--- src/hw/codec_ctl_pkg.sv ---
// package for the dual voice codec path control and microphone mute block
// assumes a single 250 MHz system clock and a plain register port on the host side
package codec_ctl_pkg;

  localparam int ADDR_W = 8;
  localparam int DATA_W = 32;

  // register byte offsets
  localparam logic [7:0] OFS_XPOINT = 8'h00;
  localparam logic [7:0] OFS_ENABLE = 8'h04;
  localparam logic [7:0] OFS_GAIN   = 8'h08;
  localparam logic [7:0] OFS_BIAS   = 8'h0C;
  localparam logic [7:0] OFS_MODE   = 8'h10;
  localparam logic [7:0] OFS_PCM    = 8'h14;
  localparam logic [7:0] OFS_STATUS = 8'h18;

  // register widths
  localparam int XPT_W  = 11;
  localparam int EN_W   = 3;
  localparam int GAIN_W = 12;
  localparam int BIAS_W = 4;
  localparam int MODE_W = 8;
  localparam int PCM_W  = 23;

  // cross-point fields
  localparam int XPT_CONNECT = 0;   // two codec connect bits
  localparam int XPT_EAR0    = 2;   // codec 0 earpiece select
  localparam int XPT_EAR1    = 4;   // codec 1 earpiece select
  localparam int XPT_MIC0    = 6;   // codec 0 microphone select
  localparam int XPT_MIC1    = 8;   // codec 1 microphone select
  localparam int XPT_AUX     = 10;  // auxiliary tone select

  // enable fields
  localparam int EN_TX   = 0;       // two tx analog channel enables
  localparam int EN_VREF = 2;       // reference power-up

  // gain fields
  localparam int GAIN_SIDE      = 0;  // sidetone code, -39 dB + 3 dB per step
  localparam int GAIN_SIDE_MUTE = 4;
  localparam int GAIN_RX0       = 8;  // analog rx gain of interface 0 and aux tone

  // mode fields
  localparam int MODE_SOFT  = 0;    // four direct mic mutes
  localparam int MODE_BEHAV = 4;    // two 2-bit mute behaviours

  // pcm fields
  localparam int PCM_FMT    = 0;
  localparam int PCM_LAW    = 2;
  localparam int PCM_DMW    = 4;
  localparam int PCM_SLOT0  = 8;
  localparam int PCM_SLOT1  = 13;
  localparam int PCM_SLOTST = 18;

  // reset values
  localparam logic [XPT_W-1:0]  XPT_RST  = 11'h000;
  localparam logic [EN_W-1:0]   EN_RST   = 3'h0;
  localparam logic [GAIN_W-1:0] GAIN_RST = 12'h000;
  localparam logic [BIAS_W-1:0] BIAS_RST = 4'h0;
  localparam logic [MODE_W-1:0] MODE_RST = 8'h00;
  localparam logic [PCM_W-1:0]  PCM_RST  = 23'h000000;

  // calibration length in frame-alignment pulses
  localparam logic [7:0] CAL_PULSES = 8'h80;

  typedef enum logic [1:0] {FMT_ST = 2'b00, FMT_GCI = 2'b01, FMT_SSI = 2'b10} pcm_fmt_t;
  typedef enum logic [1:0] {LAW_A = 2'b00, LAW_U = 2'b01, LAW_LIN = 2'b10} pcm_law_t;
  typedef enum logic [1:0] {
    MM_OPEN = 2'b00, MM_FOLLOW = 2'b01, MM_LATCH = 2'b10, MM_ALWAYS = 2'b11
  } mute_mode_t;
  typedef enum logic {MIC_OPEN = 1'b0, MIC_HELD = 1'b1} mute_st_t;
  typedef enum logic [1:0] {CAL_IDLE = 2'b00, CAL_RUN = 2'b01, CAL_DONE = 2'b10} cal_st_t;

  // digital milliwatt, phase -7/8 first
  localparam logic [0:7][7:0] DMW_ALAW = {8'h34, 8'h21, 8'h21, 8'h34,
                                          8'hB4, 8'hA1, 8'hA1, 8'hB4};
  localparam logic [0:7][7:0] DMW_ULAW = {8'h1E, 8'h0B, 8'h0B, 8'h1E,
                                          8'h9E, 8'h8B, 8'h8B, 8'h9E};
  localparam logic [0:7][15:0] DMW_LIN = {16'hDD84, 16'hAE84, 16'hAE84, 16'hDD84,
                                          16'h227C, 16'h517C, 16'h517C, 16'h227C};

endpackage : codec_ctl_pkg

--- src/hw/codec_path_ctl.sv ---
// cross-point, mute, sidetone, calibration sequencing and pcm output control
// assumes pin inputs are asynchronous and the register master runs on clk_sys
//
// Local design decisions: the address map and the address-and-strobe port.

module codec_path_ctl (
  input  wire logic                                clk_sys,
  input  wire logic                                rst_n,
  input  wire logic [codec_ctl_pkg::ADDR_W-1:0]    reg_addr,
  input  wire logic [codec_ctl_pkg::DATA_W-1:0]    reg_wdata,
  input  wire logic                                reg_wr,
  input  wire logic                                reg_rd,
  output logic      [codec_ctl_pkg::DATA_W-1:0]    reg_rdata,
  input  wire logic [1:0]                          mic_detect_input,
  input  wire logic [1:0]                          mic_present_input,
  input  wire logic                                pcm_frame_alignment,
  input  wire logic                                pcm_bit_clk,
  input  wire logic [15:0]                         tx_word0,
  input  wire logic [15:0]                         tx_word1,
  output logic                                     pcm_serial_out,
  output logic                                     pcm_serial_oe,
  output logic [3:0]                               ear_from_codec0,
  output logic [3:0]                               ear_from_codec1,
  output logic [3:0]                               mic_to_codec0,
  output logic [3:0]                               mic_to_codec1,
  output logic                                     aux_tone_input_sel,
  output logic [3:0]                               loudspeaker_outputs_gain,
  output logic [3:0]                               sidetone_gain,
  output logic [1:0]                               sidetone_on,
  output logic [3:0]                               electret_bias_output,
  output logic [3:0]                               mic_muted,
  output logic [1:0]                               tx_analog_en,
  output logic [1:0]                               cal_active,
  output logic                                     vref_power_on
);

  // sync bit map: 0..1 detect, 2..3 presence, 4 frame, 5 bit clock
  localparam int NS = 6;
  localparam int SY_FRAME = 4;
  localparam int SY_BCLK = 5;

  typedef struct packed {
    logic [NS-1:0]                       sync1;
    logic [NS-1:0]                       sync2;
    logic [NS-1:0]                       sync3;
    logic [NS-1:0]                       filt;
    logic [NS-1:0]                       filt_d;
    logic [codec_ctl_pkg::XPT_W-1:0]     xpt_r;
    logic [codec_ctl_pkg::EN_W-1:0]      en_r;
    logic [codec_ctl_pkg::GAIN_W-1:0]    gain_r;
    logic [codec_ctl_pkg::BIAS_W-1:0]    bias_r;
    logic [codec_ctl_pkg::MODE_W-1:0]    mode_r;
    logic [codec_ctl_pkg::PCM_W-1:0]     pcm_r;
    logic [codec_ctl_pkg::DATA_W-1:0]    rdata_r;
    codec_ctl_pkg::mute_st_t [1:0]       hold_r;
    codec_ctl_pkg::cal_st_t [1:0]        cal_r;
    logic [1:0][7:0]                     cal_cnt_r;
    logic [8:0]                          bit_cnt_r;
    logic                                half_r;
    logic [2:0]                          dmw_ph_r;
    logic [3:0]                          ear0_r;
    logic [3:0]                          ear1_r;
    logic [3:0]                          mic0_r;
    logic [3:0]                          mic1_r;
    logic [3:0]                          muted_r;
    logic [1:0]                          side_r;
    logic                                pout_r;
    logic                                poe_r;
  } state_t;

  state_t q;
  state_t n;

  function automatic logic [3:0] one_hot4(input logic [1:0] s);
    one_hot4 = 4'h1 << s;
  endfunction : one_hot4

  // working signals of the combinational process
  logic [1:0]  det, det_mute, connect, fmt;
  logic        fa, fa_prev, frame_start, bclk_rise, frame_rise, lin, drive;
  logic [4:0]  byte_idx, slot0, slot1, slotst;
  logic [15:0] w0, w1, dmw_w;
  logic [7:0]  status_b, obyte;
  logic [3:0]  mic0_sel, ear0_sel;

  always_comb begin
    n = q;
    det = '0;
    det_mute = '0;
    // three-stage sync, change taken when stages two and three agree
    n.sync1 = {pcm_bit_clk, pcm_frame_alignment, mic_present_input, mic_detect_input};
    n.sync2 = q.sync1;
    n.sync3 = q.sync2;
    for (int i = 0; i < NS; i++) begin
      if (q.sync2[i] == q.sync3[i]) begin
        n.filt[i] = q.sync3[i];
      end
    end
    n.filt_d = q.filt;

    // register writes; unused upper bits are dropped
    if (reg_wr) begin
      case (reg_addr)
        codec_ctl_pkg::OFS_XPOINT: n.xpt_r  = reg_wdata[codec_ctl_pkg::XPT_W-1:0];
        codec_ctl_pkg::OFS_ENABLE: n.en_r   = reg_wdata[codec_ctl_pkg::EN_W-1:0];
        codec_ctl_pkg::OFS_GAIN:   n.gain_r = reg_wdata[codec_ctl_pkg::GAIN_W-1:0];
        codec_ctl_pkg::OFS_BIAS:   n.bias_r = reg_wdata[codec_ctl_pkg::BIAS_W-1:0];
        codec_ctl_pkg::OFS_MODE:   n.mode_r = reg_wdata[codec_ctl_pkg::MODE_W-1:0];
        codec_ctl_pkg::OFS_PCM:    n.pcm_r  = reg_wdata[codec_ctl_pkg::PCM_W-1:0];
        default: ;
      endcase
    end

    // presence only reported; raw detect and actual mute
    status_b = {q.cal_r[1] == codec_ctl_pkg::CAL_RUN, q.cal_r[0] == codec_ctl_pkg::CAL_RUN,
                q.muted_r[3:2], q.filt[1:0], q.filt[3:2]};

    // read data valid the cycle after the strobe, zero otherwise
    n.rdata_r = '0;
    if (reg_rd) begin
      case (reg_addr)
        codec_ctl_pkg::OFS_XPOINT: n.rdata_r = {21'h000000, q.xpt_r};
        codec_ctl_pkg::OFS_ENABLE: n.rdata_r = {29'h00000000, q.en_r};
        codec_ctl_pkg::OFS_GAIN:   n.rdata_r = {20'h00000, q.gain_r};
        codec_ctl_pkg::OFS_BIAS:   n.rdata_r = {28'h0000000, q.bias_r};
        codec_ctl_pkg::OFS_MODE:   n.rdata_r = {24'h000000, q.mode_r};
        codec_ctl_pkg::OFS_PCM:    n.rdata_r = {9'h000, q.pcm_r};
        codec_ctl_pkg::OFS_STATUS: n.rdata_r = {24'h000000, status_b};
        default: n.rdata_r = '0;
      endcase
    end

    // mute behaviour per monitored microphone (interfaces 2 and 3)
    for (int j = 0; j < 2; j++) begin
      det[j] = q.filt[j];
      case (q.mode_r[codec_ctl_pkg::MODE_BEHAV + 2*j +: 2])
        codec_ctl_pkg::MM_OPEN: begin
          // writing open is what releases a held mute
          n.hold_r[j] = codec_ctl_pkg::MIC_OPEN;
          det_mute[j] = 1'b0;
        end
        codec_ctl_pkg::MM_FOLLOW: det_mute[j] = det[j];
        codec_ctl_pkg::MM_LATCH: begin
          if (det[j]) begin
            n.hold_r[j] = codec_ctl_pkg::MIC_HELD;
          end
          det_mute[j] = det[j] | (q.hold_r[j] == codec_ctl_pkg::MIC_HELD);
        end
        codec_ctl_pkg::MM_ALWAYS: det_mute[j] = 1'b1;
        default: det_mute[j] = 1'b1;
      endcase
    end
    // direct software mutes; detect mute joins at once
    n.muted_r = q.mode_r[codec_ctl_pkg::MODE_SOFT +: 4] | {det_mute, 2'b00};

    // nothing routes unless the codec's connect bit is set
    connect = q.xpt_r[codec_ctl_pkg::XPT_CONNECT +: 2];
    // two-bit selects pick one of four interfaces per codec
    mic0_sel = one_hot4(q.xpt_r[codec_ctl_pkg::XPT_MIC0 +: 2]);
    ear0_sel = one_hot4(q.xpt_r[codec_ctl_pkg::XPT_EAR0 +: 2]);
    n.mic0_r = connect[0] ? (mic0_sel & ~n.muted_r) : 4'h0;
    n.mic1_r = connect[1] ? (one_hot4(q.xpt_r[codec_ctl_pkg::XPT_MIC1 +: 2]) & ~n.muted_r)
                          : 4'h0;
    n.ear0_r = connect[0] ? ear0_sel : 4'h0;
    n.ear1_r = connect[1] ? one_hot4(q.xpt_r[codec_ctl_pkg::XPT_EAR1 +: 2]) : 4'h0;
    // codec zero keeps a shared interface
    if (connect[0]) begin
      n.mic1_r = n.mic1_r & ~mic0_sel;
      n.ear1_r = n.ear1_r & ~ear0_sel;
    end
    // aux tone takes the loudspeaker driver from either codec
    if (q.xpt_r[codec_ctl_pkg::XPT_AUX]) begin
      n.ear0_r[0] = 1'b0;
      n.ear1_r[0] = 1'b0;
    end
    // sidetone follows the codec's live mic; mute bit removes it
    n.side_r[0] = connect[0] & ~q.gain_r[codec_ctl_pkg::GAIN_SIDE_MUTE] & (|n.mic0_r);
    n.side_r[1] = connect[1] & ~q.gain_r[codec_ctl_pkg::GAIN_SIDE_MUTE] & (|n.mic1_r);

    // frame and bit clock edges from the filtered pin levels
    fmt = q.pcm_r[codec_ctl_pkg::PCM_FMT +: 2];
    fa = (fmt == codec_ctl_pkg::FMT_ST) ? ~q.filt[SY_FRAME] : q.filt[SY_FRAME];
    fa_prev = (fmt == codec_ctl_pkg::FMT_ST) ? ~q.filt_d[SY_FRAME] : q.filt_d[SY_FRAME];
    frame_start = fa & ~fa_prev;
    frame_rise = q.filt[SY_FRAME] & ~q.filt_d[SY_FRAME];
    bclk_rise = q.filt[SY_BCLK] & ~q.filt_d[SY_BCLK];

    // one calibration sequencer per tx channel, frame clocked
    for (int c = 0; c < 2; c++) begin
      case (q.cal_r[c])
        codec_ctl_pkg::CAL_IDLE: begin
          n.cal_cnt_r[c] = '0;
          if (q.en_r[codec_ctl_pkg::EN_TX + c]) begin
            n.cal_r[c] = codec_ctl_pkg::CAL_RUN;
          end
        end
        codec_ctl_pkg::CAL_RUN: begin
          if (frame_rise) begin
            n.cal_cnt_r[c] = q.cal_cnt_r[c] + 8'h01;
            if (q.cal_cnt_r[c] == codec_ctl_pkg::CAL_PULSES - 8'h01) begin
              n.cal_r[c] = codec_ctl_pkg::CAL_DONE;
            end
          end
        end
        codec_ctl_pkg::CAL_DONE: n.cal_r[c] = q.cal_r[c];
        default: n.cal_r[c] = codec_ctl_pkg::CAL_IDLE;
      endcase
      // disabling the channel aborts and rearms the sequence
      if (!q.en_r[codec_ctl_pkg::EN_TX + c]) begin
        n.cal_r[c] = codec_ctl_pkg::CAL_IDLE;
      end
    end

    // bit counter; st and gci clocks run at twice the bit rate
    if (frame_start) begin
      n.bit_cnt_r = '0;
      n.half_r = 1'b0;
      n.dmw_ph_r = q.dmw_ph_r + 3'h1;
    end else if (bclk_rise && q.bit_cnt_r != 9'h1FF) begin
      if (fmt == codec_ctl_pkg::FMT_SSI || q.half_r) begin
        n.bit_cnt_r = q.bit_cnt_r + 9'h001;
      end
      n.half_r = ~q.half_r;
    end

    // milliwatt word in the selected coding
    case (q.pcm_r[codec_ctl_pkg::PCM_LAW +: 2])
      codec_ctl_pkg::LAW_A:   dmw_w = {8'h00, codec_ctl_pkg::DMW_ALAW[q.dmw_ph_r]};
      codec_ctl_pkg::LAW_U:   dmw_w = {8'h00, codec_ctl_pkg::DMW_ULAW[q.dmw_ph_r]};
      codec_ctl_pkg::LAW_LIN: dmw_w = codec_ctl_pkg::DMW_LIN[q.dmw_ph_r];
      default:                dmw_w = 16'h0000;
    endcase
    lin = q.pcm_r[codec_ctl_pkg::PCM_LAW +: 2] == codec_ctl_pkg::LAW_LIN;
    w0 = q.pcm_r[codec_ctl_pkg::PCM_DMW] ? dmw_w : tx_word0;
    w1 = q.pcm_r[codec_ctl_pkg::PCM_DMW] ? dmw_w : tx_word1;
    slot0 = q.pcm_r[codec_ctl_pkg::PCM_SLOT0 +: 5];
    slot1 = q.pcm_r[codec_ctl_pkg::PCM_SLOT1 +: 5];
    slotst = q.pcm_r[codec_ctl_pkg::PCM_SLOTST +: 5];
    byte_idx = q.bit_cnt_r[7:3];

    // slot decode, codec 0 over codec 1 over status
    drive = 1'b0;
    obyte = 8'h00;
    case (fmt)
      codec_ctl_pkg::FMT_ST: begin
        if (!q.bit_cnt_r[8]) begin
          if (byte_idx == slot0 || (lin && byte_idx == slot0 + 5'd1)) begin
            drive = 1'b1;
            obyte = (lin && byte_idx == slot0) ? w0[15:8] : w0[7:0];
          end else if (byte_idx == slot1 || (lin && byte_idx == slot1 + 5'd1)) begin
            drive = 1'b1;
            obyte = (lin && byte_idx == slot1) ? w1[15:8] : w1[7:0];
          end else if (byte_idx == slotst) begin
            drive = 1'b1;
            obyte = status_b;
          end
        end
      end
      codec_ctl_pkg::FMT_GCI: begin
        // four bytes per channel, only b1 and b2 are ever driven
        if (!q.bit_cnt_r[8]) begin
          if (byte_idx[4:2] == slot0[2:0] && (byte_idx[1:0] == 2'd0 ||
              (lin && byte_idx[1:0] == 2'd1))) begin
            drive = 1'b1;
            obyte = (lin && byte_idx[1:0] == 2'd0) ? w0[15:8] : w0[7:0];
          end else if (byte_idx[4:2] == slot1[2:0] && (byte_idx[1:0] == 2'd0 ||
                       (lin && byte_idx[1:0] == 2'd1))) begin
            drive = 1'b1;
            obyte = (lin && byte_idx[1:0] == 2'd0) ? w1[15:8] : w1[7:0];
          end else if (byte_idx[4:2] == slotst[2:0] && byte_idx[1:0] == 2'd0) begin
            drive = 1'b1;
            obyte = status_b;
          end
        end
      end
      codec_ctl_pkg::FMT_SSI: begin
        // codec 0, then codec 1, then status, only while select is high
        if (fa) begin
          if (lin) begin
            drive = byte_idx < 5'd5;
            case (byte_idx)
              5'd0:    obyte = w0[15:8];
              5'd1:    obyte = w0[7:0];
              5'd2:    obyte = w1[15:8];
              5'd3:    obyte = w1[7:0];
              default: obyte = status_b;
            endcase
          end else begin
            drive = byte_idx < 5'd3;
            case (byte_idx)
              5'd0:    obyte = w0[7:0];
              5'd1:    obyte = w1[7:0];
              default: obyte = status_b;
            endcase
          end
        end
      end
      default: drive = 1'b0;
    endcase
    n.poe_r = drive;
    n.pout_r = drive & obyte[3'd7 - q.bit_cnt_r[2:0]];
  end

  // state register, synchronous reset to constants only
  always_ff @(posedge clk_sys) begin
    if (!rst_n) begin
      q <= '0;
      q.xpt_r <= codec_ctl_pkg::XPT_RST;
      q.en_r <= codec_ctl_pkg::EN_RST;
      q.gain_r <= codec_ctl_pkg::GAIN_RST;
      q.bias_r <= codec_ctl_pkg::BIAS_RST;
      q.mode_r <= codec_ctl_pkg::MODE_RST;
      q.pcm_r <= codec_ctl_pkg::PCM_RST;
      q.bit_cnt_r <= '1;  // no frame seen yet, so the pcm output stays released
    end else begin
      q <= n;
    end
  end

  // outputs straight from state
  assign reg_rdata = q.rdata_r;
  assign pcm_serial_out = q.pout_r;
  assign pcm_serial_oe = q.poe_r;
  assign ear_from_codec0 = q.ear0_r;
  assign ear_from_codec1 = q.ear1_r;
  assign mic_to_codec0 = q.mic0_r;
  assign mic_to_codec1 = q.mic1_r;
  // aux tone only with its select bit
  assign aux_tone_input_sel = q.xpt_r[codec_ctl_pkg::XPT_AUX];
  // shared gain field for interface zero and aux tone
  assign loudspeaker_outputs_gain = q.gain_r[codec_ctl_pkg::GAIN_RX0 +: 4];
  // 16 codes cover -39 dB to +6 dB
  assign sidetone_gain = q.gain_r[codec_ctl_pkg::GAIN_SIDE +: 4];
  assign sidetone_on = q.side_r;
  // one bias code drives all four bias output bits
  assign electret_bias_output = q.bias_r;
  assign mic_muted = q.muted_r;
  assign tx_analog_en = q.en_r[codec_ctl_pkg::EN_TX +: 2];
  assign cal_active = {q.cal_r[1] == codec_ctl_pkg::CAL_RUN, q.cal_r[0] == codec_ctl_pkg::CAL_RUN};
  assign vref_power_on = q.en_r[codec_ctl_pkg::EN_VREF];
endmodule : codec_path_ctl

--- config.mk ---
export PLATFORM = sky130hd
export DESIGN_NAME = codec_path_ctl
export DESIGN_NICKNAME = d
export VERILOG_FILES = /design/src/hw/codec_ctl_pkg.sv /design/src/hw/codec_path_ctl.sv
export SDC_FILE = /design/constraint.sdc
export NUM_CORES = 1
export LEC_CHECK = 0
export BUFFER_PORTS_ARGS = -buffer_cell sky130_fd_sc_hd__buf_4
export CORE_MARGIN = 2
export CORE_UTILIZATION = 55
export DETAILED_ROUTE_END_ITERATION = 10
export PLACE_DENSITY = 0.78
export SLEW_MARGIN = 25
export SYNTH_ARGS = -nofsm -noshare
export SYNTH_HDL_FRONTEND = slang
export SYNTH_SLANG_ARGS = --single-unit
--- constraint.sdc ---
create_clock -name clk_sys -period 4.3 [get_ports clk_sys]
set_input_delay 0.43 -clock clk_sys [delete_from_list [all_inputs] [get_ports clk_sys]]
set_output_delay 0.43 -clock clk_sys [all_outputs]
set_load 0.005 [all_outputs]
# Word-level counts from Yosys, hierarchy flattened
# Memory sizes are Yosys's and may differ from the RTL's.
# Cells that the tools add are included.
# classes
n_addsub,7
n_lt_le_gt_ge,4
n_eq_ne,47
shift,4
mux,66
n_bitwise,29
n_reduce_logical,51
# ops
op,count
$pmux W23 S7,1
$mux W8,20
$mux W16,4
$pmux W16 S3,1
$pmux W8 S2,3
$pmux W8 S4,1
$reduce_and A2 Y1,15
$eq A5 B5 Y1,5
$eq A8 B5 Y1 const B,3
$pmux W8 S3,1
$mux W10,2
$mux W4,5
$add A8 B1 Y8 const B,2
$and A4 B4 Y4,4
$eq A2 B2 Y1 const B,8
$eq A8 B4 Y1 const B,2
$eq A8 B7 Y1 const B,2
$shl A1 B2 Y4 const A,4
$mux W1,15
$eq A2 B1 Y1 const B,7
$logic_not A2 Y1,7
$not A4 Y4,3
$pmux W2 S3,2
$reduce_bool A2 Y1,6
other kinds (35),85
# word_totals
regBits,182
mem_bits_ro,256
out_inout_bits,74
mem_count,3
# mem_list
memory,words,word_bits,rd,rd_ports_with_merged_regs,write_ports,line,text
(name not given),8,16,1,0,0,codec_path_ctl.sv:230,codec_ctl_pkg::LAW_LIN: dmw_w = codec_ctl_pkg::DMW_LIN[q.dmw_ph_r];
(name not given),8,8,1,0,0,codec_path_ctl.sv:229,"codec_ctl_pkg::LAW_U: dmw_w = {8'h00, codec_ctl_pkg::DMW_ULAW[q.dmw_ph_r]};"
(name not given),8,8,1,0,0,codec_path_ctl.sv:228,"codec_ctl_pkg::LAW_A: dmw_w = {8'h00, codec_ctl_pkg::DMW_ALAW[q.dmw_ph_r]};"

# Longest topological paths before layout
# Gate-level depths: netlist (run 1).
# depth
word_depth,14
depth_mapped,13
mapped_depth_nobuf,10

# Worst setup path after synthesis (run 1)
# No wires, ideal clock.
# synth_timing
path_type,register to register
startpoint,register q (netlist bit byte_idx[1])
endpoint,register q (netlist bit byte_idx[3])
setup_time_ns,0.132
arrival_time_ns,2.781
setup_slack_ns,1.387
path_stages_with_launch,14
path_buffers,4
cell_sequence,dfxtp_1 > buf_2 > buf_1 > clkbuf_1 > clkbuf_1 > nand4_1 > nor2_1 > ha_1 > nor3b_1 > o21a_1 > and3_1 > nand4_1 > xor2_1 > o21ai_0
# synth_via
elab_chain_len,4
word_cells_on_any_way,8
classes_between,1 x add/sub; 1 x eq/ne; 3 x mux; 3 x reduce/logical
# synth_lines
element,line,text
from (decl),codec_path_ctl.sv:71,state_t q;
from (signal assigned),codec_path_ctl.sv:316,q <= n;
$add A9 B1 Y9 / $ne A9 B9 Y1 (equally long branches),"codec_path_ctl.sv:221, codec_path_ctl.sv:219",
$mux W9 / $logic_and A1 B1 Y1 (equally long branches),"codec_path_ctl.sv:220, codec_path_ctl.sv:219",
$mux W10 / $reduce_bool A2 Y1 (equally long branches),--,
$mux W10 / $reduce_and A2 Y1 (equally long branches),--,
# Several ways; a longest one is shown, not always the timed one. The select of a mux whose other input is x is not followed.
# A chain may end at the register's enable or synchronous reset.

# Worst setup path after layout (run 1)
# layout_timing
startpoint,register q[94] in the netlist's numbering
endpoint,register q (netlist bit pcm_serial_out)
# layout_via
elab_chain_len,11
word_cells_on_any_way,44
classes_between,2 x eq/ne; 29 x mux; 1 x bitwise; 12 x reduce/logical
# layout_lines
element,line,text
$eq A2 B2 Y1 (tied with other cells),"codec_path_ctl.sv:227, codec_path_ctl.sv:233",
$pmux W16 S3 / $logic_and A1 B1 Y1 (equally long branches),"codec_path_ctl.sv:227, codec_path_ctl.sv:263, codec_path_ctl.sv:267",
$mux W16 / $logic_or A1 B1 Y1 (equally long branches),"codec_path_ctl.sv:235, codec_path_ctl.sv:262, codec_path_ctl.sv:266",
$mux W8 (tied with other cells),codec_path_ctl.sv:269,obyte = (lin && byte_idx[1:0] == 2'd0) ? w1[15:8] : w1[7:0];
$mux W8 (on tied branches),"codec_path_ctl.sv:266, codec_path_ctl.sv:250",
$mux W8 (on tied branches),"codec_path_ctl.sv:262, codec_path_ctl.sv:247",
$mux W8 (on tied branches),"codec_path_ctl.sv:261, codec_path_ctl.sv:246",
$pmux W8 S3,codec_path_ctl.sv:244,case (fmt)
$bmux W1 S3,codec_path_ctl.sv:301,n.pout_r = drive & obyte[3'd7 - q.bit_cnt_r[2:0]];
$mux W1 (implied by the code),codec_path_ctl.sv:301,
$and A1 B1 Y1 *,codec_path_ctl.sv:301,
# Every way passes the cells marked *; elsewhere a longest branch is shown, timed or not. The select of a mux whose other input is x is not followed.

==> summary.md, run 1 <==
| Metric | Value |
|---|---|
| Pleak | 4.068 nW |
| Async set or reset register ratio after synthesis | 0 |
| Cell taking the most area after synthesis | dfxtp_1 |
| Clock Path Buffers | 2 |
| Initial core utilization | 0.5565 |
| Largest cells by area after synthesis | dfxtp_1, nand2_1, buf_4 |
| Routed vias | 8493 |
| Share of cells above drive strength 1 | 0.1692 |
| Number of iterations in the first detailed-routing pass | 9 |
| Kind of critical path | reg2reg |
| First-pass GRT wire length | 41.08 mm |
| Max VDD drop | 274.4 uV |
| Max_cap viols | 0 |
| Post-route cell area | 0.01068 sq mm |
| Clock tree from TritonCTS | yes |
| Detailed Route Iter0 Violations | 853 |
| Post-synth EDFFs | 0 |
| Tmin final | 3197 ps |
| Mapped Avg Cell Area | 8.154 sq um |
| Power density over the cells | 300.4 mW/mm^2 |
| Synthesized flop and latch total | 169 |
| Worst slew pin tran | 914.8 ps |
| Register area share after synthesis | 0.3564 |
| CTS-repair resized insts | 0 |
| Routability Congestion | 0.9494 |
| Final setup fails | 0 |
| CP Capture Type | flip-flop |
| Maximum clock frequency | 0.3128 GHz |
| Worst rel slew slack | 0.3901 |
| Hold Buf Count CTS | 0 |
| Clk pin slew, worst setup/hold paths | 60 ps |
| Slowest CP cell | dfxtp_1 |
| Setup tns final | 0 ps |
| Reg2Reg Setup Slack | 1100 ps |
| Overall Power | 0.003208 W |
| Worst EP arrival | 3530 ps |
| Syn-to-layout area delta | 12.52% |
| Initial antenna violation count | 0 |
| Ys Warns | 0 |
| WL per Instance | 18.17 um |
| Core footprint | 0.01706 sq mm |
| Yosys cell types | 72 |
| I/O pins | 156 |
| Worst skew pair latency | 430 ps |
| Outcome | complete, no violations |
| Buffers on Ports | 137 |
| Post-CTS setup buffers | 0 |
| Final Cycle Share | 0.7434 |
| Fillers | 1527 |
| Storage cell area | 0.003383 sq mm |
| # DRC | 0 |
| Critical path launch point type | flip-flop |
| Ys flop type | dfxtp_1 |
| Die X | 135.4 um |
| Dpl hpwl | 18.54 mm |
| Clock skew | 10.75 ps |
| Worst path cell trace | nand2b_1, nor3_2, buf_4, nand2_1, and3_1, o21ai_0, nor4b_1, nor3_1, a311oi_1 |
| Area of the multi-input gates | 0.005283 sq mm |
| Post-DRT Antenna Nets | 0 |
| Clock sinks | 169 |
| Fin. max-slew vios | 0 |
| CP Max Fanout | 19 |
| CP peak stage delay | 650 ps |
| Cell Area, Placed | 0.01011 sq mm |
| Grt total ovfl | 0 |
| Detailed Route WL | 26.01 mm |
| Synth Cell Area | 0.009492 sq mm |
| Largest net degree at the start of global routing | 76 |
| Overall Global Routing Usage | 0.2833 |
| Die height | 135.4 um |
| Antenna Cells | 0 |
| Number of global-route vias before repair | 7803 |
| Nets | 1284 |
| Final Hold Viols | 0 |
| Root Driver | clkbuf_16 |
| Vias per inst | 5.935 |
| H-tree depth | 4 |
| RSZ-0062 raised after global routing | no |
| Std-Cell Rows | 48 |
| HP Class | in2reg |
| TritonCTS Buffers | 17 |
| Area share of the largest cell type after synthesis | 0.3564 |
| WP data required | 4630 ps |
| Mapped Cells | 1164 |
| Die area | 0.01832 sq mm |
==> layout make-up <==
cell class              count  share of cell area
repair buffers            150              0.1054
clock buffers              19             0.04241
clock inverters            11             0.01054
inverters                  11            0.003866
flip-flops and latches    169              0.3168
well taps                 225             0.02636
multi-input cells         846              0.4946
==> Yosys cell counts (all sizes together) (7+ instances only) <==
library cell	n
o21ai	68
nand2b	8
nand2	174
nor4	7
nor3b	8
and2	48
dfxtp	169
inv	11
ha	7
nor2	60
nor2b	30
a222oi	7
mux2i	50
a221oi	12
nand4	15
nor3	26
nand3	28
xor2	26
clkbuf	63
a21oi	40
o211ai	14
a211oi	8
and3	7
mux2	15
a311oi	7
buf	83
nand3b	7
xnor2	27
a21boi	55
==> logic make-up (layout without fill, tap and decap cells) <==
kind of cell / Yosys count / after routing / synth area share
flops: 169 / 169 / 0.3564
simple gates: 442 / 442 / 0.2300
compound gates: 270 / 270 / 0.1933
xor+xnor: 53 / 53 / 0.04891
other cells: 1 / 9 / 0.0003951
mux: 65 / 65 / 0.07052
buf+inv: 157 / 191 / 0.09122
fa+ha+maj: 7 / 7 / 0.009227
==> registers in the layout (all words and copies together) (netlist names) <==
register                  cells
mic_to_codec0                 4
pcm_serial_out                1
n                            16
reg_rdata                    23
pcm_serial_oe                 1
vref_power_on                 1
det                           2
tx_analog_en                  2
q                            79
connect                       2
electret_bias_output          4
sidetone_gain                 4
loudspeaker_outputs_gain      4
mic_to_codec1                 4
fmt                           2
ear_from_codec1               4
byte_idx                      5
aux_tone_input_sel            1
ear_from_codec0               4
sidetone_on                   2
mic_muted                     4
==> through the flow <==
step | hold slack [ps] | setup WS [ps] | util | cells
after floorplan | 411.9 | 1387 | - | 1172
after global placement | 415.3 | 1064 | 0.5930 | 1401
after detailed placement | 416.9 | 1094 | 0.5930 | 1401
after CTS | 200.0 | 1113 | 0.6262 | 1431
after global routing | 200.6 | 905.9 | 0.6262 | 1431
final | 204.5 | 1103 | 0.6262 | 1431
==> critical path: cells and delay by family (launching register included) <==
kind | cells | cell delay [ps]
compound gates | 2 | 470
buf+inv | 1 | 310
flops | 1 | 650
simple gates | 6 | 1670
==> worst paths after layout <==
check	startpoint	endpoint	depth (start not counted)
max reg2reg	q[94]	pcm_serial_out	9
min	mic_detect_input[0]	n[170]	2
max	q[94]	pcm_serial_out	9
min reg2reg	n[171]	n[165]	1
==> cell usage in the layout (no fill, tap or decap), types with 8 or more instances in the layout <==
cell type and n:
o21ai_0 63, nor3_1 23, nand3_1 28, clkbuf_16 17, nor3b_1 8, nand2_1 174
nor2_1 60, xor2_1 26, dfxtp_1 169, buf_4 150, and2_1 48, nand4_1 15
mux2_2 14, a21boi_0 55, a21oi_1 40, o211ai_1 14, a221oi_1 12, conb_1 9
xnor2_1 27, mux2i_1 50, nor2b_1 30, a211oi_1 8, inv_1 11, nand2b_1 8
==> where the power goes <==
group          total (W)  internal [W]  switching, W
Sequential       0.00158       0.00157    0.00000444
Combinational   0.000159     0.0000810     0.0000782
Clock            0.00147      0.000832      0.000639
Total            0.00321       0.00249      0.000722
==> routing by layer <==
layer,vias to the layer above,track usage,part of all wire
met5,-,0,0
met3,73,0.06210,0.073
met2,380,0.4521,0.47
li1,4068,-,-
met1,3972,0.3665,0.42
met4,0,0.1325,0.036
Power figures use the tool's default switching activity.
==> run 2: changes to the inputs <==
- ABC_AREA: unset -> 1
- CORE_UTILIZATION: 55 -> 52
- PLACE_DENSITY: 0.78 -> 0.77
- clock period: 4.3 -> 2.6 ns (I/O delays scaled with it)
==> summary.md, run 2 <==
| Metric | Value |
|---|---|
| CP Capture Type | flip-flop |
| Largest cells by area after synthesis | dfxtp_1, nand2_1, inv_1 |
| CP peak stage delay | 360 ps |
| Ys flop type | dfxtp_1 |
| Clk pin slew, worst setup/hold paths | 70 ps |
| Nets | 1597 |
| Root Driver | clkbuf_16 |
| Initial antenna violation count | 0 |
| Hold_sp | mic_detect_input[1] |
| Worst path bufs/invs | 2 |
| Outcome | complete, no violations |
| Die area | 0.01959 sq mm |
| Top Family by Delay on Critical Path | simple AND/OR/NAND/NOR gates |
| H-tree depth | 4 |
| Largest register FFs | 79 |
| Tmin final | 2377 ps |
| Dpl ws | 78.63 ps |
| Final Cycle Share | 0.9142 |
| Worst r2r path cells | 14 |
| Antenna Cells | 0 |
| HP Class | in2reg |
| Cell taking the most area after synthesis | dfxtp_1 |
| Worst path cell trace | inv_2, nand2_4, o21ai_2, inv_2, nor2_4, nand3_1, nand2_1, nand2_1, a21oi_1, nand3_1, nand2_1, nand2_1, a21oi_1, nor2_1 |
| Grt total ovfl | 0 |
| Reg-to-Reg Start | q[93] |
| Vias per inst | 5.577 |
| Clock tree from TritonCTS | yes |
| Ys Warns | 0 |
| Detailed Route WL | 30.12 mm |
| Number of iterations in the first detailed-routing pass | 5 |
| Die X | 140.0 um |
| Clock skew | 8.877 ps |
| Hold EP | n[171] |
| Critical path launch point type | flip-flop |
| Post-DRT Antenna Nets | 0 |
| Worst slew pin tran | 857.0 ps |
| Routability Congestion | 0.9623 |
| Routed vias | 9759 |
| Largest Register | q |
| Most frequent cells in the layout | nand2_1, dfxtp_1, inv_1 |
| Post-synth EDFFs | 0 |
| Std-Cell Rows | 49 |
| Buffers on Ports | 137 |
| Worst rel slew slack | 0.4273 |
| WP data required | 2930 ps |
| Die height | 140.0 um |
| Worst Hold Depth | 3 |
| CP Max Fanout | 16 |
| Detailed Route Iter0 Violations | 1050 |
| Setup WS post-layout | 223.0 ps |
| Max_cap viols | 0 |
| I/O pins | 156 |
| Number of global-route vias before repair | 9026 |
| Register area share after synthesis | 0.3519 |
| Clock sinks | 169 |
| FF-to-FF End | pcm_serial_out |
| Slowest CP cell | dfxtp_1 |
| Largest net degree at the start of global routing | 72 |
| Worst skew pair latency | 440 ps |
| CP Launch Point | q[93] |
| Pleak | 5.090 nW |
| Dpl hpwl | 22.75 mm |
| Share of cells above drive strength 1 | 0.1841 |
| Async set or reset register ratio after synthesis | 0 |
| Synth Cell Area | 0.009615 sq mm |
| # DRC | 0 |
| Top cell by count, worst path | nand2_1 |
| Fin. max-slew vios | 0 |
| Most common cell in the netlist | nand2_1 |
| Power density over the cells | 495.7 mW/mm^2 |
| Area share of the largest cell type after synthesis | 0.3519 |
| Yosys cell types | 53 |
| Finished Core Util | 0.6137 |
| Final setup fails | 0 |
| Leading post-synthesis cells by instance count | nand2_1, dfxtp_1, inv_1, nor2_1, a21oi_1 |
| Core footprint | 0.01802 sq mm |
| Final Hold Viols | 0 |
| Post-CTS setup buffers | 0 |
| RSZ-0062 raised after global routing | no |
| TritonCTS Buffers | 17 |
| Overall Global Routing Usage | 0.3028 |
| Clock Path Buffers | 2 |
| Worst EP arrival | 2700 ps |
| WL per Instance | 17.21 um |
| First-pass GRT wire length | 47.18 mm |
| Crit path depth | 14 |
| Kind of critical path | reg2reg |
| Initial core utilization | 0.5335 |
| Max VDD drop | 458.3 uV |
| Maximum clock frequency | 0.4207 GHz |
| Synthesized flop and latch total | 169 |
| Setup tns final | 0 ps |
| Reg2Reg Setup Slack | 220 ps |
| Mapped Cells | 1431 |
| Mapped Avg Cell Area | 6.719 sq um |
| Syn-to-layout area delta | 15.04% |
| Commonest non-fill, non-tap cell in the layout | nand2_1 |
## run 2: repair_timing
item | CTS | global route
hold buffers | 3 | 0
cloned | 0 | 0
endpoints found under the hold margin | 3 | 0
resized for setup | 1 | 5
setup endpoints to repair | 2 | 9
## run 2: worst max-delay path by stage
| stage | to | slack (ps) |
|---|---|---|
| 5_1_grt | byte_idx[4] | 30 |
| 3_3_place_gp | byte_idx[4] | 150 |
| 4_1_cts | byte_idx[1] | 30 |
| 2_1_floorplan | byte_idx[4] | 500 |
| 3_5_place_dp | byte_idx[4] | 80 |
| 6_report | pcm_serial_out | 220 |
## run 2: cell type report
cell class | instances | area [sq um]
inverters | 187 | 704.4
clock buffers | 17 | 425.4
well taps | 229 | 286.5
fillers | 1719 | 6963
repair buffers | 163 | 1244
clock inverters | 15 | 183.9
multi-input cells | 970 | 4833
flip-flops and latches | 169 | 3385
## run 2: power by group
group          switching, W  total (W)  internal [W]
clock               0.00119    0.00257       0.00138
sequential       0.00000969    0.00261       0.00260
combinational      0.000177   0.000305      0.000128
## run 2: through the flow
step / hold slack, ps / cells / power, W / area, sq um
6_report: 6.934 / 1750 / 0.005484 / 11060
5_1_grt: 16.55 / 1750 / 0.005648 / 11060
4_1_cts: 2.121 / 1750 / 0.005504 / 11040
3_5_place_dp: 398.0 / 1715 / 0.002964 / 10400
3_3_place_gp: 394.5 / 1715 / 0.002962 / 10400
2_1_floorplan: 357.6 / 1439 / 0.002824 / 9646
## run 2: routing by layer
layer	routed length, um	part of all wire	vias up	global-route usage
met3	2511	0.083	59	0.06120
met5	0	0	-	0
met2	13640	0.45	476	0.4824
met4	845	0.028	0	0.1105
li1	-	-	4768	-
met1	13120	0.44	4456	0.4086
## run 2: cells by family (layout without fill, tap and decap cells)
logic type	Yosys count	after routing	share of synthesized area
buffers and inverters	300	382	0.1504
adder cells (fa/ha/maj)	7	7	0.009108
AND/OR/NAND/NOR	645	645	0.3058
other	1	9	0.0003900
AO/OA/AOI/OAI	298	298	0.1716
XOR/XNOR	11	11	0.01080
flip-flops	169	169	0.3519
## run 2: worst reg2reg max path: stages, from the launching register on
cell	delay, ps
dfxtp_1	360
inv_2	130
nand2_4	190
o21ai_2	330
inv_2	80
nor2_4	300
nand3_1	180
nand2_1	90
nand2_1	50
a21oi_1	130
nand3_1	80
nand2_1	70
nand2_1	50
a21oi_1	160
nor2_1	60
==> run 3: changes to the inputs <==
- BUFFER_PORTS_ARGS: -buffer_cell sky130_fd_sc_hd__buf_4 -> unset
- CORE_UTILIZATION: 52 -> 55
- DONT_BUFFER_PORTS: unset -> 1
- PLACE_DENSITY: 0.77 -> 0.73
==> summary.md, run 3 (synthesized netlist as in run 2, its figures left out) <==
| Metric | Value |
|---|---|
| Cells after DPL | 1584 |
| Syn-to-layout area delta | 6.441% |
| Number of iterations in the first detailed-routing pass | 6 |
| Fillers | 1690 |
| WP data required | 2970 ps |
| Worst path bufs/invs | 1 |
| Setup WS post-layout | 138.1 ps |
| Clock share of power | 0.480 |
| TritonCTS Buffers | 17 |
| Max_cap viols | 0 |
| Initial antenna violation count | 0 |
| Worst EP arrival | 2840 ps |
| Max VDD drop | 439.0 uV |
| Number of global-route vias before repair | 8577 |
| Hold WS | 7.365 ps |
| Die height | 136.2 um |
| Reg2Reg Setup Slack | 140 ps |
| Largest register FFs | 79 |
| Worst skew pair latency | 440 ps |
| I/O pins | 156 |
| Die X | 136.2 um |
| Buffers on Ports | 0 |
| CP Capture Type | flip-flop |
| Gate power share | 0.042 |
| Detailed Route Iter0 Violations | 875 |
| Reg-to-Reg Start | q[24] |
| Storage cell area | 0.003385 sq mm |
| Antenna Cells | 0 |
| Routed vias | 9321 |
| Seq pwr share | 0.478 |
| Share of cells above drive strength 1 | 0.1068 |
| Post-Layout Cell Count | 1630 |
| Final Cycle Share | 0.9469 |
| H-tree depth | 4 |
| Internal power | 0.004071 W |
| Kind of critical path | reg2reg |
| Top cell by count, worst path | nor2_1 |
| Routability Congestion | 0.9635 |
| Outcome | complete, no violations |
| Overall Power | 0.005463 W |
| Tmin final | 2462 ps |
| Setup tns final | 0 ps |
| Most frequent cells in the layout | nand2_1, dfxtp_1, inv_1 |
| First-pass GRT wire length | 45.46 mm |
| Final setup fails | 0 |
| Overall Global Routing Usage | 0.3200 |
| Die area | 0.01856 sq mm |
| Slowest CP cell | ha_1 |
| Clock tree from TritonCTS | yes |
| RSZ-0062 raised after global routing | no |
| Pleak | 4.503 nW |
| Largest net degree at the start of global routing | 96 |
| Detailed Route WL | 29.55 mm |
| Dpl ws | 262.3 ps |
| Largest Register | q |
| Worst rel slew slack | 0.4231 |
| Power density over the cells | 533.7 mW/mm^2 |
| WL per Instance | 18.13 um |
| Clk pin slew, worst setup/hold paths | 70 ps |
| CP Launch Point | q[24] |
| Clock Path Buffers | 2 |
| Post-DRT Antenna Nets | 0 |
| Commonest non-fill, non-tap cell in the layout | nand2_1 |
| Critical path launch point type | flip-flop |
| CP Max Fanout | 5 |
| CP peak stage delay | 350 ps |
| Worst slew pin tran | 863.3 ps |
| Dpl hpwl | 22.05 mm |
| # DRC | 0 |
| Vias per inst | 5.718 |
| Fin. max-slew vios | 0 |
| Nets | 1481 |
| HP Class | in2reg |
| Clock sinks | 169 |
| Std-Cell Rows | 48 |
| Grt total ovfl | 0 |
| Hold_sp | reg_wdata[10] |
| Top Family by Delay on Critical Path | simple AND/OR/NAND/NOR gates |
| Final Hold Viols | 0 |
| Sw Ratio | 0.2547 |
| Clock skew | 5.742 ps |
| Maximum clock frequency | 0.4062 GHz |
| Initial core utilization | 0.5598 |
| Core footprint | 0.01718 sq mm |
| Worst path cell trace | ha_1, inv_1, nand2_1, nand3_1, nand3b_1, nor2_1, nor2_1, nand3b_1, nand2_1, a21oi_1, nor2_1, a21oi_1, a21oi_1, nor2_1 |
| Area of the multi-input gates | 0.004816 sq mm |
| Switching Power | 0.001391 W |
| Root Driver | clkbuf_16 |
[run 3: stage by stage]
step           utilization  instance area [sq um]
2_1_floorplan            -                   9646
3_3_place_gp        0.5499                   9445
3_5_place_dp        0.5499                   9445
4_1_cts             0.5958                  10230
5_1_grt             0.5959                  10230
6_report            0.5959                  10230
[run 3: what timing repair did]
item | CTS | global route
hold buffers | 14 | 0
gates resized for setup | 0 | 1
endpoints found under the setup margin | 0 | 1
hold endpoints to repair | 96 | 0
buffers inserted | 0 | 0
[run 3: metal layers]
metal  vias to the layer above  global-route usage  routed length, um
met5                         -                   0                  0
met4                         0              0.1487               1218
met3                        75             0.06711               2644
met1                      4285              0.4230              12600
met2                       430              0.5000              13090
li1                       4531                   -                  -
[run 3: worst paths after layout]
kind                                       to  cells past startpoint
setup / recovery               pcm_serial_out                     14
setup reg to reg               pcm_serial_out                     14
hold reg to reg                        n[166]                      2
hold / removal    loudspeaker_outputs_gain[2]                      2
[run 3: area by class of cell]
cell class	instances	share of cell area
repair buffers	47	0.04083
clock inverters	15	0.02005
clock buffers	17	0.04156
inverters	187	0.06883
flip-flops and latches	169	0.3307
multi-input cells	970	0.4705
well taps	225	0.02751
[run 3: power groups by stage]
stage / Sequential (W) / Combinational [W] / Clock [W]
final: 0.00261 / 0.000229 / 0.00262
after global routing: 0.00261 / 0.000252 / 0.00277
after CTS: 0.00261 / 0.000224 / 0.00267
after detailed placement: 0.00267 / 0.000182 / 0
after global placement: 0.00267 / 0.000181 / 0
after floorplan: 0.00267 / 0.000156 / 0
